$ cat config.mk
export PLATFORM = sky130hd
export DESIGN_NAME = hpp_port
export DESIGN_NICKNAME = d
export VERILOG_FILES = /design/src/shared/hpp_pkg.sv /design/src/hdl/hpp_port.sv
export VERILOG_INCLUDE_DIRS = /design/src /design/src/shared
export SDC_FILE = /design/constraint.sdc
export NUM_CORES = 1
export LEC_CHECK = 0
export BUFFER_PORTS_ARGS = -buffer_cell sky130_fd_sc_hd__buf_4
export CORE_MARGIN = 5
export CORE_UTILIZATION = 40
export CTS_CLUSTER_DIAMETER = 40
export DETAILED_ROUTE_END_ITERATION = 10
export GPL_ROUTABILITY_DRIVEN = 0
export PLACE_DENSITY = 0.65
export SYNTH_ARGS = -nofsm -noshare
export SYNTH_HDL_FRONTEND = slang
export SYNTH_SLANG_ARGS = --single-unit
$ cat constraint.sdc
create_clock -name ref_clk_i -period 5.33 [get_ports ref_clk_i]
set_clock_uncertainty 0.2 [all_clocks]
set_input_delay 0.7995 -clock ref_clk_i [delete_from_list [all_inputs] [get_ports ref_clk_i]]
set_output_delay 0.7995 -clock ref_clk_i [all_outputs]
set_load 0.01 [all_outputs]
$ cat src/shared/hpp_defs.svh
/*
 constants for the host processor bus port: transfer sizes, widths, modes.
 assumes inclusion by bare name from the package and design files.
*/
`ifndef HPP_DEFS_SVH
`define HPP_DEFS_SVH
// Summary of operation
// master drives transfer size: 01 byte, 10 half-word, 00 word.
// burst in progress asks beat two ahead; drop it to abort burst.
// acknowledge low when write data taken or read data driven.
// error acknowledge low when internal bus reports an error.
// port can ask the master to release the bus and retry.
// data bus 8, 16 or 32 bits; master writes, port reads.
// one parity bit per byte lane, width 1, 2 or 4 bits.
// everything sampled and driven on rising edge of bus clock.
// unused port turns its pins into general user pins; code hands over only data and control pins, parity pins stay undriven.
// exactly one termination per transaction, never two at once.
`define HPP_TSZ_WORD   2'h0
`define HPP_TSZ_BYTE   2'h1
`define HPP_TSZ_HALF   2'h2
`define HPP_DW_8       2'h0
`define HPP_DW_16      2'h1
`define HPP_DW_32      2'h2
`define HPP_DATA_W     32
`define HPP_PAR_W      4
`define HPP_ADDR_W     22
`endif

$ cat src/shared/hpp_pkg.sv
/*
 types for the host processor bus port.
 assumes hpp_defs.svh on the include path.
*/
`include "hpp_defs.svh"
package hpp_pkg;
   typedef enum logic [3:0] {
      HPP_IDLE = 4'h1,
      HPP_WAIT = 4'h2,
      HPP_RESP = 4'h4,
      HPP_BEAT = 4'h8
   } hpp_state_e;
   typedef struct packed {
      logic                       req;
      logic                       wr;
      logic [`HPP_ADDR_W-1:0]     addr;
      logic [1:0]                 size;
      logic [`HPP_DATA_W-1:0]     wdata;
      logic [`HPP_PAR_W-1:0]      be;
   } hpp_sreq_s;
   typedef struct packed {
      logic                       done;
      logic                       err;
      logic                       retry;
      logic [`HPP_DATA_W-1:0]     rdata;
   } hpp_srsp_s;
endpackage

$ cat src/hdl/hpp_port.sv
/*
 device-side slave of the host processor bus: takes master cycles,
 forwards them to the internal system bus, terminates each cycle with
 acknowledge, error or retry, and hands the data and control pins to user logic when the
 port is not enabled.
 assumes one bus clock shared with the internal bus and a master that
 keeps its own signalling rules; pins are given as in, out and enable.
*/
`timescale 1ns/1ns
`include "hpp_defs.svh"
module hpp_port
   import hpp_pkg::*;
(
   input  wire logic                   ref_clk_i,
   input  wire logic                   rstn_i,
   input  wire logic                   port_en_i,
   input  wire logic                   cfg_done_i,
   input  wire logic [1:0]             bus_width_i,
   input  wire logic                   ts_n_i,
   input  wire logic                   rd_wr_i,
   input  wire logic [`HPP_ADDR_W-1:0] addr_i,
   input  wire logic [1:0]             transfer_size_i,
   input  wire logic                   burst_i,
   input  wire logic                   burst_data_in_progress_i,
   input  wire logic [`HPP_DATA_W-1:0] data_i,
   input  wire logic [`HPP_PAR_W-1:0]  byte_lane_parity_i,
   output logic [`HPP_DATA_W-1:0]      data_o,
   output logic [`HPP_DATA_W-1:0]      data_oe_n_o,
   output logic [`HPP_PAR_W-1:0]       byte_lane_parity_o,
   output logic [`HPP_PAR_W-1:0]       byte_lane_parity_oe_n_o,
   output logic                        transfer_acknowledge_n_o,
   output logic                        transfer_error_ack_n_o,
   output logic                        retry_request_o,
   output logic                        ctl_oe_n_o,
   output logic                        parity_err_o,
   output hpp_sreq_s                   sreq_o,
   input  wire hpp_srsp_s              srsp_i,
   input  wire logic [`HPP_DATA_W-1:0] user_data_i,
   input  wire logic [`HPP_DATA_W-1:0] user_data_oe_n_i,
   input  wire logic [2:0]             user_ctl_i,
   input  wire logic                   user_ctl_oe_n_i,
   output logic [`HPP_DATA_W-1:0]      user_data_o,
   output logic [2:0]                  user_ctl_o
);

   ////////////////////////////////////////////////////////////////////////
   // helpers

   function automatic logic [`HPP_PAR_W-1:0] lane_mask(
      input logic [1:0] w);
      case (w)
         `HPP_DW_8:  lane_mask = 4'h1;
         `HPP_DW_16: lane_mask = 4'h3;
         default:    lane_mask = 4'hF;
      endcase
   endfunction

   function automatic logic [`HPP_PAR_W-1:0] size_mask(
      input logic [1:0] s, input logic [1:0] w);
      logic [`HPP_PAR_W-1:0] m;
      m = lane_mask(w);
      case (s)
         `HPP_TSZ_BYTE: size_mask = 4'h1 & m;
         `HPP_TSZ_HALF: size_mask = 4'h3 & m;
         default:       size_mask = m;
      endcase
   endfunction

   function automatic logic [`HPP_PAR_W-1:0] lane_par(
      input logic [`HPP_DATA_W-1:0] d);
      logic [`HPP_PAR_W-1:0] p;
      p = 4'h0;
      for (int i = 0; i < `HPP_PAR_W; i++) begin
         p[i] = ^d[8*i +: 8];
      end
      lane_par = p;
   endfunction

   ////////////////////////////////////////////////////////////////////////
   // transaction state

   hpp_state_e                 st_q, st_d;
   hpp_sreq_s                  req_q, req_d;
   logic                       ack_q, ack_d;
   logic                       tea_q, tea_d;
   logic                       rty_q, rty_d;
   logic                       rd_q, rd_d;
   logic                       brst_q, brst_d;
   logic [`HPP_DATA_W-1:0]     rdat_q, rdat_d;
   logic                       perr_q, perr_d;
   logic                       active;

   // pins belong to the port only after configuration
   assign active = port_en_i & cfg_done_i;

   always_comb begin
      st_d   = st_q;
      req_d  = req_q;
      ack_d  = 1'b0;
      tea_d  = 1'b0;
      rty_d  = 1'b0;
      rd_d   = 1'b0;
      brst_d = brst_q;
      rdat_d = rdat_q;
      perr_d = 1'b0;
      req_d.req = 1'b0;
      case (st_q)
         HPP_IDLE: begin
            if (active && !ts_n_i) begin
               req_d.req   = 1'b1;
               req_d.wr    = ~rd_wr_i;
               req_d.addr  = addr_i;
               req_d.size  = transfer_size_i;
               req_d.be    = size_mask(transfer_size_i, bus_width_i);
               req_d.wdata = data_i;
               brst_d      = burst_i;
               if (!rd_wr_i) begin
                  perr_d = |((lane_par(data_i) ^ byte_lane_parity_i)
                            & size_mask(transfer_size_i, bus_width_i));
               end
               st_d = HPP_WAIT;
            end
         end
         HPP_WAIT: begin
            if (!active) begin
               st_d = HPP_IDLE;
            end else if (srsp_i.retry) begin
               rty_d = 1'b1;
               st_d  = HPP_RESP;
            end else if (srsp_i.err) begin
               tea_d = 1'b1;
               st_d  = HPP_RESP;
            end else if (srsp_i.done) begin
               ack_d  = 1'b1;
               rd_d   = ~req_q.wr;
               rdat_d = srsp_i.rdata;
               st_d   = HPP_RESP;
            end
         end
         HPP_RESP: begin
            // burst continues only while the master still asks for beats
            if (brst_q && burst_data_in_progress_i && active) begin
               req_d.req  = 1'b1;
               req_d.addr = req_q.addr + `HPP_ADDR_W'(4);
               req_d.wdata = data_i;
               st_d = HPP_BEAT;
            end else begin
               brst_d = 1'b0;
               st_d   = HPP_IDLE;
            end
         end
         HPP_BEAT: begin
            st_d = HPP_WAIT;
         end
         default: begin
            st_d = HPP_IDLE;
         end
      endcase
   end

   always_ff @(posedge ref_clk_i or negedge rstn_i) begin
      if (!rstn_i) begin
         st_q   <= HPP_IDLE;
         req_q  <= '0;
         ack_q  <= 1'b0;
         tea_q  <= 1'b0;
         rty_q  <= 1'b0;
         rd_q   <= 1'b0;
         brst_q <= 1'b0;
         rdat_q <= '0;
         perr_q <= 1'b0;
      end else begin
         st_q   <= st_d;
         req_q  <= req_d;
         ack_q  <= ack_d;
         tea_q  <= tea_d;
         rty_q  <= rty_d;
         rd_q   <= rd_d;
         brst_q <= brst_d;
         rdat_q <= rdat_d;
         perr_q <= perr_d;
      end
   end

   ////////////////////////////////////////////////////////////////////////
   // pin registers

   logic [`HPP_DATA_W-1:0]     dout_q, dout_d;
   logic [`HPP_DATA_W-1:0]     doe_q, doe_d;
   logic [`HPP_PAR_W-1:0]      pout_q, pout_d;
   logic [`HPP_PAR_W-1:0]      poe_q, poe_d;
   logic                       ackn_q, ackn_d;
   logic                       tean_q, tean_d;
   logic                       rtyo_q, rtyo_d;
   logic                       coe_q, coe_d;
   logic [`HPP_DATA_W-1:0]     udat_q, udat_d;
   logic [2:0]                 uctl_q, uctl_d;
   logic [`HPP_PAR_W-1:0]      lanes;

   assign lanes = lane_mask(bus_width_i);

   always_comb begin
      // priority retry over error over ack keeps one response
      ackn_d = ~(ack_q & ~tea_q & ~rty_q);
      tean_d = ~(tea_q & ~rty_q);
      rtyo_d = rty_q;
      udat_d = data_i;
      uctl_d = {~transfer_acknowledge_n_o, ~transfer_error_ack_n_o,
                retry_request_o};
      if (active) begin
         dout_d = rdat_q;
         pout_d = lane_par(rdat_q);
         coe_d  = 1'b0;
         for (int i = 0; i < `HPP_PAR_W; i++) begin
            doe_d[8*i +: 8] = {8{~(rd_q & lanes[i])}};
            poe_d[i]        = ~(rd_q & lanes[i]);
         end
      end else begin
         dout_d = user_data_i;
         doe_d  = user_data_oe_n_i;
         pout_d = 4'h0;
         poe_d  = 4'hF;
         coe_d  = user_ctl_oe_n_i;
         ackn_d = ~user_ctl_i[2];
         tean_d = ~user_ctl_i[1];
         rtyo_d = user_ctl_i[0];
      end
   end

   // one always_ff: pins change only on the bus clock edge or at asynchronous reset
   always_ff @(posedge ref_clk_i or negedge rstn_i) begin
      if (!rstn_i) begin
         dout_q <= '0;
         doe_q  <= '1;
         pout_q <= '0;
         poe_q  <= '1;
         ackn_q <= 1'b1;
         tean_q <= 1'b1;
         rtyo_q <= 1'b0;
         coe_q  <= 1'b1;
         udat_q <= '0;
         uctl_q <= '0;
      end else begin
         dout_q <= dout_d;
         doe_q  <= doe_d;
         pout_q <= pout_d;
         poe_q  <= poe_d;
         ackn_q <= ackn_d;
         tean_q <= tean_d;
         rtyo_q <= rtyo_d;
         coe_q  <= coe_d;
         udat_q <= udat_d;
         uctl_q <= uctl_d;
      end
   end

   assign data_o                   = dout_q;
   assign data_oe_n_o              = doe_q;
   assign byte_lane_parity_o       = pout_q;
   assign byte_lane_parity_oe_n_o  = poe_q;
   assign transfer_acknowledge_n_o = ackn_q;
   assign transfer_error_ack_n_o   = tean_q;
   assign retry_request_o          = rtyo_q;
   assign ctl_oe_n_o               = coe_q;
   assign parity_err_o             = perr_q;
   assign sreq_o                   = req_q;
   assign user_data_o              = udat_q;
   assign user_ctl_o               = uctl_q;

endmodule

== Word-level counts from Yosys, hierarchy flattened ==
Cells that the tools add are included.

* Add/sub/neg operators: 1
* Equal/unequal tests: 11
* Multiplexer cells: 50
* Bitwise operators: 26
* Reduce and logical (&&, ||, !) cells: 20

{| class="wikitable"
|+ Operator list
! kind !! number
|-
| $mux W32 || 3
|-
| $pmux W32 S2 || 1
|-
| $reduce_xor A8 Y1 || 8
|-
| $mux W62 || 1
|-
| $mux W4 || 11
|-
| $pmux W22 S2 || 1
|-
| $mux W1 || 27
|-
| $add A22 B3 Y22 const B || 1
|-
| $mux W22 || 1
|-
| $not A1 Y1 || 16
|-
| $pmux W4 S2 || 2
|-
| $pmux W4 S4 || 1
|-
| $and A1 B1 Y1 || 8
|-
| $ne A2 B2 Y1 const B || 3
|-
| $reduce_and A3 Y1 || 2
|-
| $ne A5 B5 Y1 const B || 1
|-
| $reduce_and A5 Y1 || 1
|-
| $and A4 B4 Y4 || 1
|-
| $eq A2 B1 Y1 const B || 2
|-
| $eq A4 B1 Y1 const B || 1
|-
| $eq A4 B2 Y1 const B || 1
|-
| $eq A4 B3 Y1 const B || 1
|-
| $eq A4 B4 Y1 const B || 1
|-
| $pmux W1 S2 || 2
|-
| 8 further kinds || 11
|}

* Bits in registers: 215
* Bits of input ports: 173
* Output and inout bits: 174

== Logic depth before layout (Yosys ltp) ==
* Depth after elaboration: 11
* Mapped depth: 10
* Mapped depth without buffers: 7

== Worst setup path before layout ==
OpenSTA, ideal clock, no wires.

* Path kind: input port to flip-flop
* Start: input port port_en_i
* End: register rdat_q[23]
* Data arrival time: 2116 ps
* Data required time: 5005 ps
* Setup slack: 2889 ps
* Stages on the path: 6
* Path through: nand3_1 > or3_1 > nor3_1 > nand2_1 > clkbuf_1 > mux2_2

* Cells in the longest elaborated chain, start to end: 2

{| class="wikitable"
|+ Ends and longest elaborated chain
! item !! line !! text
|-
| start, declared || hpp_port.sv:16 || <nowiki>input wire logic port_en_i,</nowiki>
|-
| $and A1 B1 Y1 || hpp_port.sv:94 || <nowiki>assign active = port_en_i & cfg_done_i;</nowiki>
|-
| $reduce_and A5 Y1 (no source line) || n/a ||
|-
| end signal, assigned || hpp_port.sv:180 || <nowiki>rdat_q <= rdat_d;</nowiki>
|-
| end, declared || hpp_port.sv:89 || <nowiki>logic [`HPP_DATA_W-1:0] rdat_q, rdat_d;</nowiki>
|}

Every way passes these cells.
A chain may end at the register's enable or synchronous reset.

== Worst setup path in the final report ==
* Start: register st_q[3]
* End: register req_q, in the netlist sreq_o[57]

* Cells in the longest elaborated chain, start to end: 3
* Elaborated cells on any way between the ends: 7

{| class="wikitable"
|+ Ends and longest elaborated chain
! item !! line !! text
|-
| start, declared || hpp_port.sv:82 || <nowiki>hpp_state_e st_q, st_d;</nowiki>
|-
| start signal, assigned || hpp_port.sv:173 || <nowiki>st_q <= st_d;</nowiki>
|-
| $eq A4 B3 Y1 or $eq A4 B1 Y1 (tied branches) || hpp_port.sv:107 || <nowiki>case (st_q)</nowiki>
|-
| $ne A2 B2 Y1 (no source line) or $reduce_bool A2 Y1 (tied branches) || n/a ||
|-
| $reduce_and A3 Y1 (no source line) || n/a ||
|-
| end signal, assigned || hpp_port.sv:174 || <nowiki>req_q <= req_d;</nowiki>
|-
| end, declared || hpp_port.sv:83 || <nowiki>hpp_sreq_s req_q, req_d;</nowiki>
|}

Parallel ways exist; a longest one is shown, timed or not.

==> metrics.txt <==
status finished clean; met2 Use GR 0.356; Tcrit/Tclk final 0.621; clk buf depth 3; Pleak 6.23 nW; routed len/inst ~18 µm; Synth cell types 57; Worst R2R Setup Slack 2020 ps; Cell Area, Synth 0.00868 mm²; largest area contributor in the netlist dfrtp_1; RSZ-0062 raised after global routing false; final setup violating endpoints 0; post_cts resized 0; Slew Limit Headroom 0.322; Yosys warnings 0; IO buf count 346; die footprint 0.0247 mm²; crit path kind flop to flop; Synth-to-Final Area Change 45.1%; Core Rows 53; height of the die about 160 µm; TritonCTS Buffers 34; CP required 5520 ps; Post-synth EDFFs 0; Synth top cells by count 198 x nand2_1, 174 x dfrtp_1, 58 x o21ai_0; final instance area 0.0126 mm²; GR peak layer met2; Synthesized Nets 957; DRT iter0 DRCs 325; ANT cells 0; slew of the pin with the lowest slew margin between 1000 and 1500 ps; max-cap violation count 0; initial antenna violation count 0; ANT nets after route 0; Via Count 6957; Tot GR Track Use 0.206; post-synth top area share 0.502; nets between 1000 and 1500; Peak Freq 302 MHz; Cells after Synth 782; Worst Hold Class flop to flop; synth top area cells dfrtp_1 50%, dfstp_2 12%, nand2_1 8.6%; drc violations 0; most common cell in the netlist nand2_1; post-DP HPWL 19200 µm; share of cells above drive strength 1 0.430; CTS Sinks between 200 and 250; Via-to-Cell Ratio 4.88; GR Util met1 0.251; Post-Layout Cell Count 1426; Worst setup EP type flop; Routed WL ~26000 µm; Min Clock Period, post-route between 3000 and 4000 ps; Syn Area/Cell 11.1 µm²; CTS tree yes; Fin Setup TNS 0 ps; Post-Place Cell Area 0.0115 mm²; # hold bufs at CTS 0; startpoint types flop; Post-CTS Setup Inserts 0; Max Slew Vio Count 0; I/O pin count between 300 and 400; grt met3 use 0.0440; Synth Register Bits 213; final hold vios 0; total grt overflow 0; clock transition at the registers of the reported paths 50 ps; vias in the first global route around 7000; Worst VDD drop 0.265 mV; initial core utilization 0.409; htree depth 2; Critical Path AT 3500 ps; register area share after synthesis 0.620; root buf cell clkbuf_16; core outline area 0.0212 mm²; placed cells 1365; 1st-pass router iterations 4; global-route wire length before repair 39700 µm; CP max FO 76; Skew-Pair Late Insertion Delay 480 ps; Synth async-reset ratio 1.00; PD cells 398 mW/mm²; pin count of the biggest net entering global routing 132; Die X 157 µm; Main synth FF type dfrtp_1
-- metal layers --
layer / part of all wire / vias to the layer above
li1: - / 3310
met1: 0.38 / 3323
met2: 0.51 / 265
met3: 0.075 / 59
met4: 0.031 / 0
met5: 0 / -
-- per-stage QoR --
step           power [mW]  hold WS [ps]  worst slack [ps]   util
6_report             5.01           176              2020  0.594
2_1_floorplan        2.40           169              2890      -
5_1_grt              5.26           198              1820  0.594
3_3_place_gp         2.92           167              2070  0.541
4_1_cts              5.08           180              2000  0.594
3_5_place_dp         2.94           168              2020  0.541
-- worst max-delay path, cell delays in order, from the launching register on --
cell and delay [ps]:
dfrtp_1 450, or4b_1 940, or3_4 550, clkinv_2 80
nor2_4 50, buf_4 350, inv_6 250, o22ai_1 110
a211oi_1 220
-- cell usage in the layout (no fill, tap or decap), drive strengths merged, types with 6 or more instances in the layout --
master,synthesis,final
buf,17,353
nand2,198,198
dfrtp,174,174
o21ai,61,61
clkbuf,28,48
dfstp,39,39
xnor2,38,38
mux2,32,32
nor2,28,28
o21a,26,26
a21oi,26,26
xor2,14,14
nand3,12,12
inv,10,11
clkinv,1,11
a21o,9,9
nor3,9,9
a31oi,6,6
-- registers in the layout, indices dropped and copies added, names as in the netlist, 3 cells and up --
register,count
user_data_o,32
byte_lane_parity_o,4
data_oe_n_o,32
byte_lane_parity_oe_n_o,3
user_ctl_o,3
data_o,32
st_q,4
sreq_o,61
rdat_q,32
-- where the power goes --
group	total (mW)	switching (mW)	leakage, nW	internal [mW]
sequential	1.99	0.168	2.64	1.83
clock	2.10	0.734	0.552	1.37
combinational	0.915	0.445	3.03	0.470
total	5.01	1.35	6.23	3.66
-- cells by family (layout without fill, tap and decap cells) --
| logic type | after synthesis | count (layout) | synth area share |
|---|---|---|---|
| multiplexers | 32 | 32 | 0.0415 |
| AND/OR/NAND/NOR | 275 | 275 | 0.136 |
| buffers and inverters | 56 | 425 | 0.0310 |
| AO/OA/AOI/OAI | 148 | 148 | 0.107 |
| XOR/XNOR | 56 | 56 | 0.0629 |
| adder cells (fa/ha/maj) | 2 | 2 | 0.00288 |
| flip-flops | 213 | 213 | 0.620 |
-- final cells by class --
type	count	area, µm²
clock buffer	48	1010
clock inverter	13	108
fill	1843	8620
inverter	11	47.5
multi-input combinational	513	3040
sequential	213	5380
tap	275	344
timing repair buffer	353	2670
-- path summary, 6_finish.rpt --
check / from / endpoint / cells after the start
worst min-delay path: retry_request_o$_DFF_PN0_ / user_ctl_o[0]$_DFF_PN0_ / 0
max in group asynchronous: rstn_i / data_oe_n_o[4]$_DFF_PN1_ / 2
worst max register to register: st_q[3]$_DFFE_PN0P_ / sreq_o[57]$_DFFE_PN0P_ / 8
worst max-delay path: st_q[3]$_DFFE_PN0P_ / sreq_o[57]$_DFFE_PN0P_ / 8
worst min register to register: retry_request_o$_DFF_PN0_ / user_ctl_o[0]$_DFF_PN0_ / 0
min in group asynchronous: rstn_i / sreq_o[54]$_DFFE_PN0P_ / 1
(Power assumes the default switching activity.)
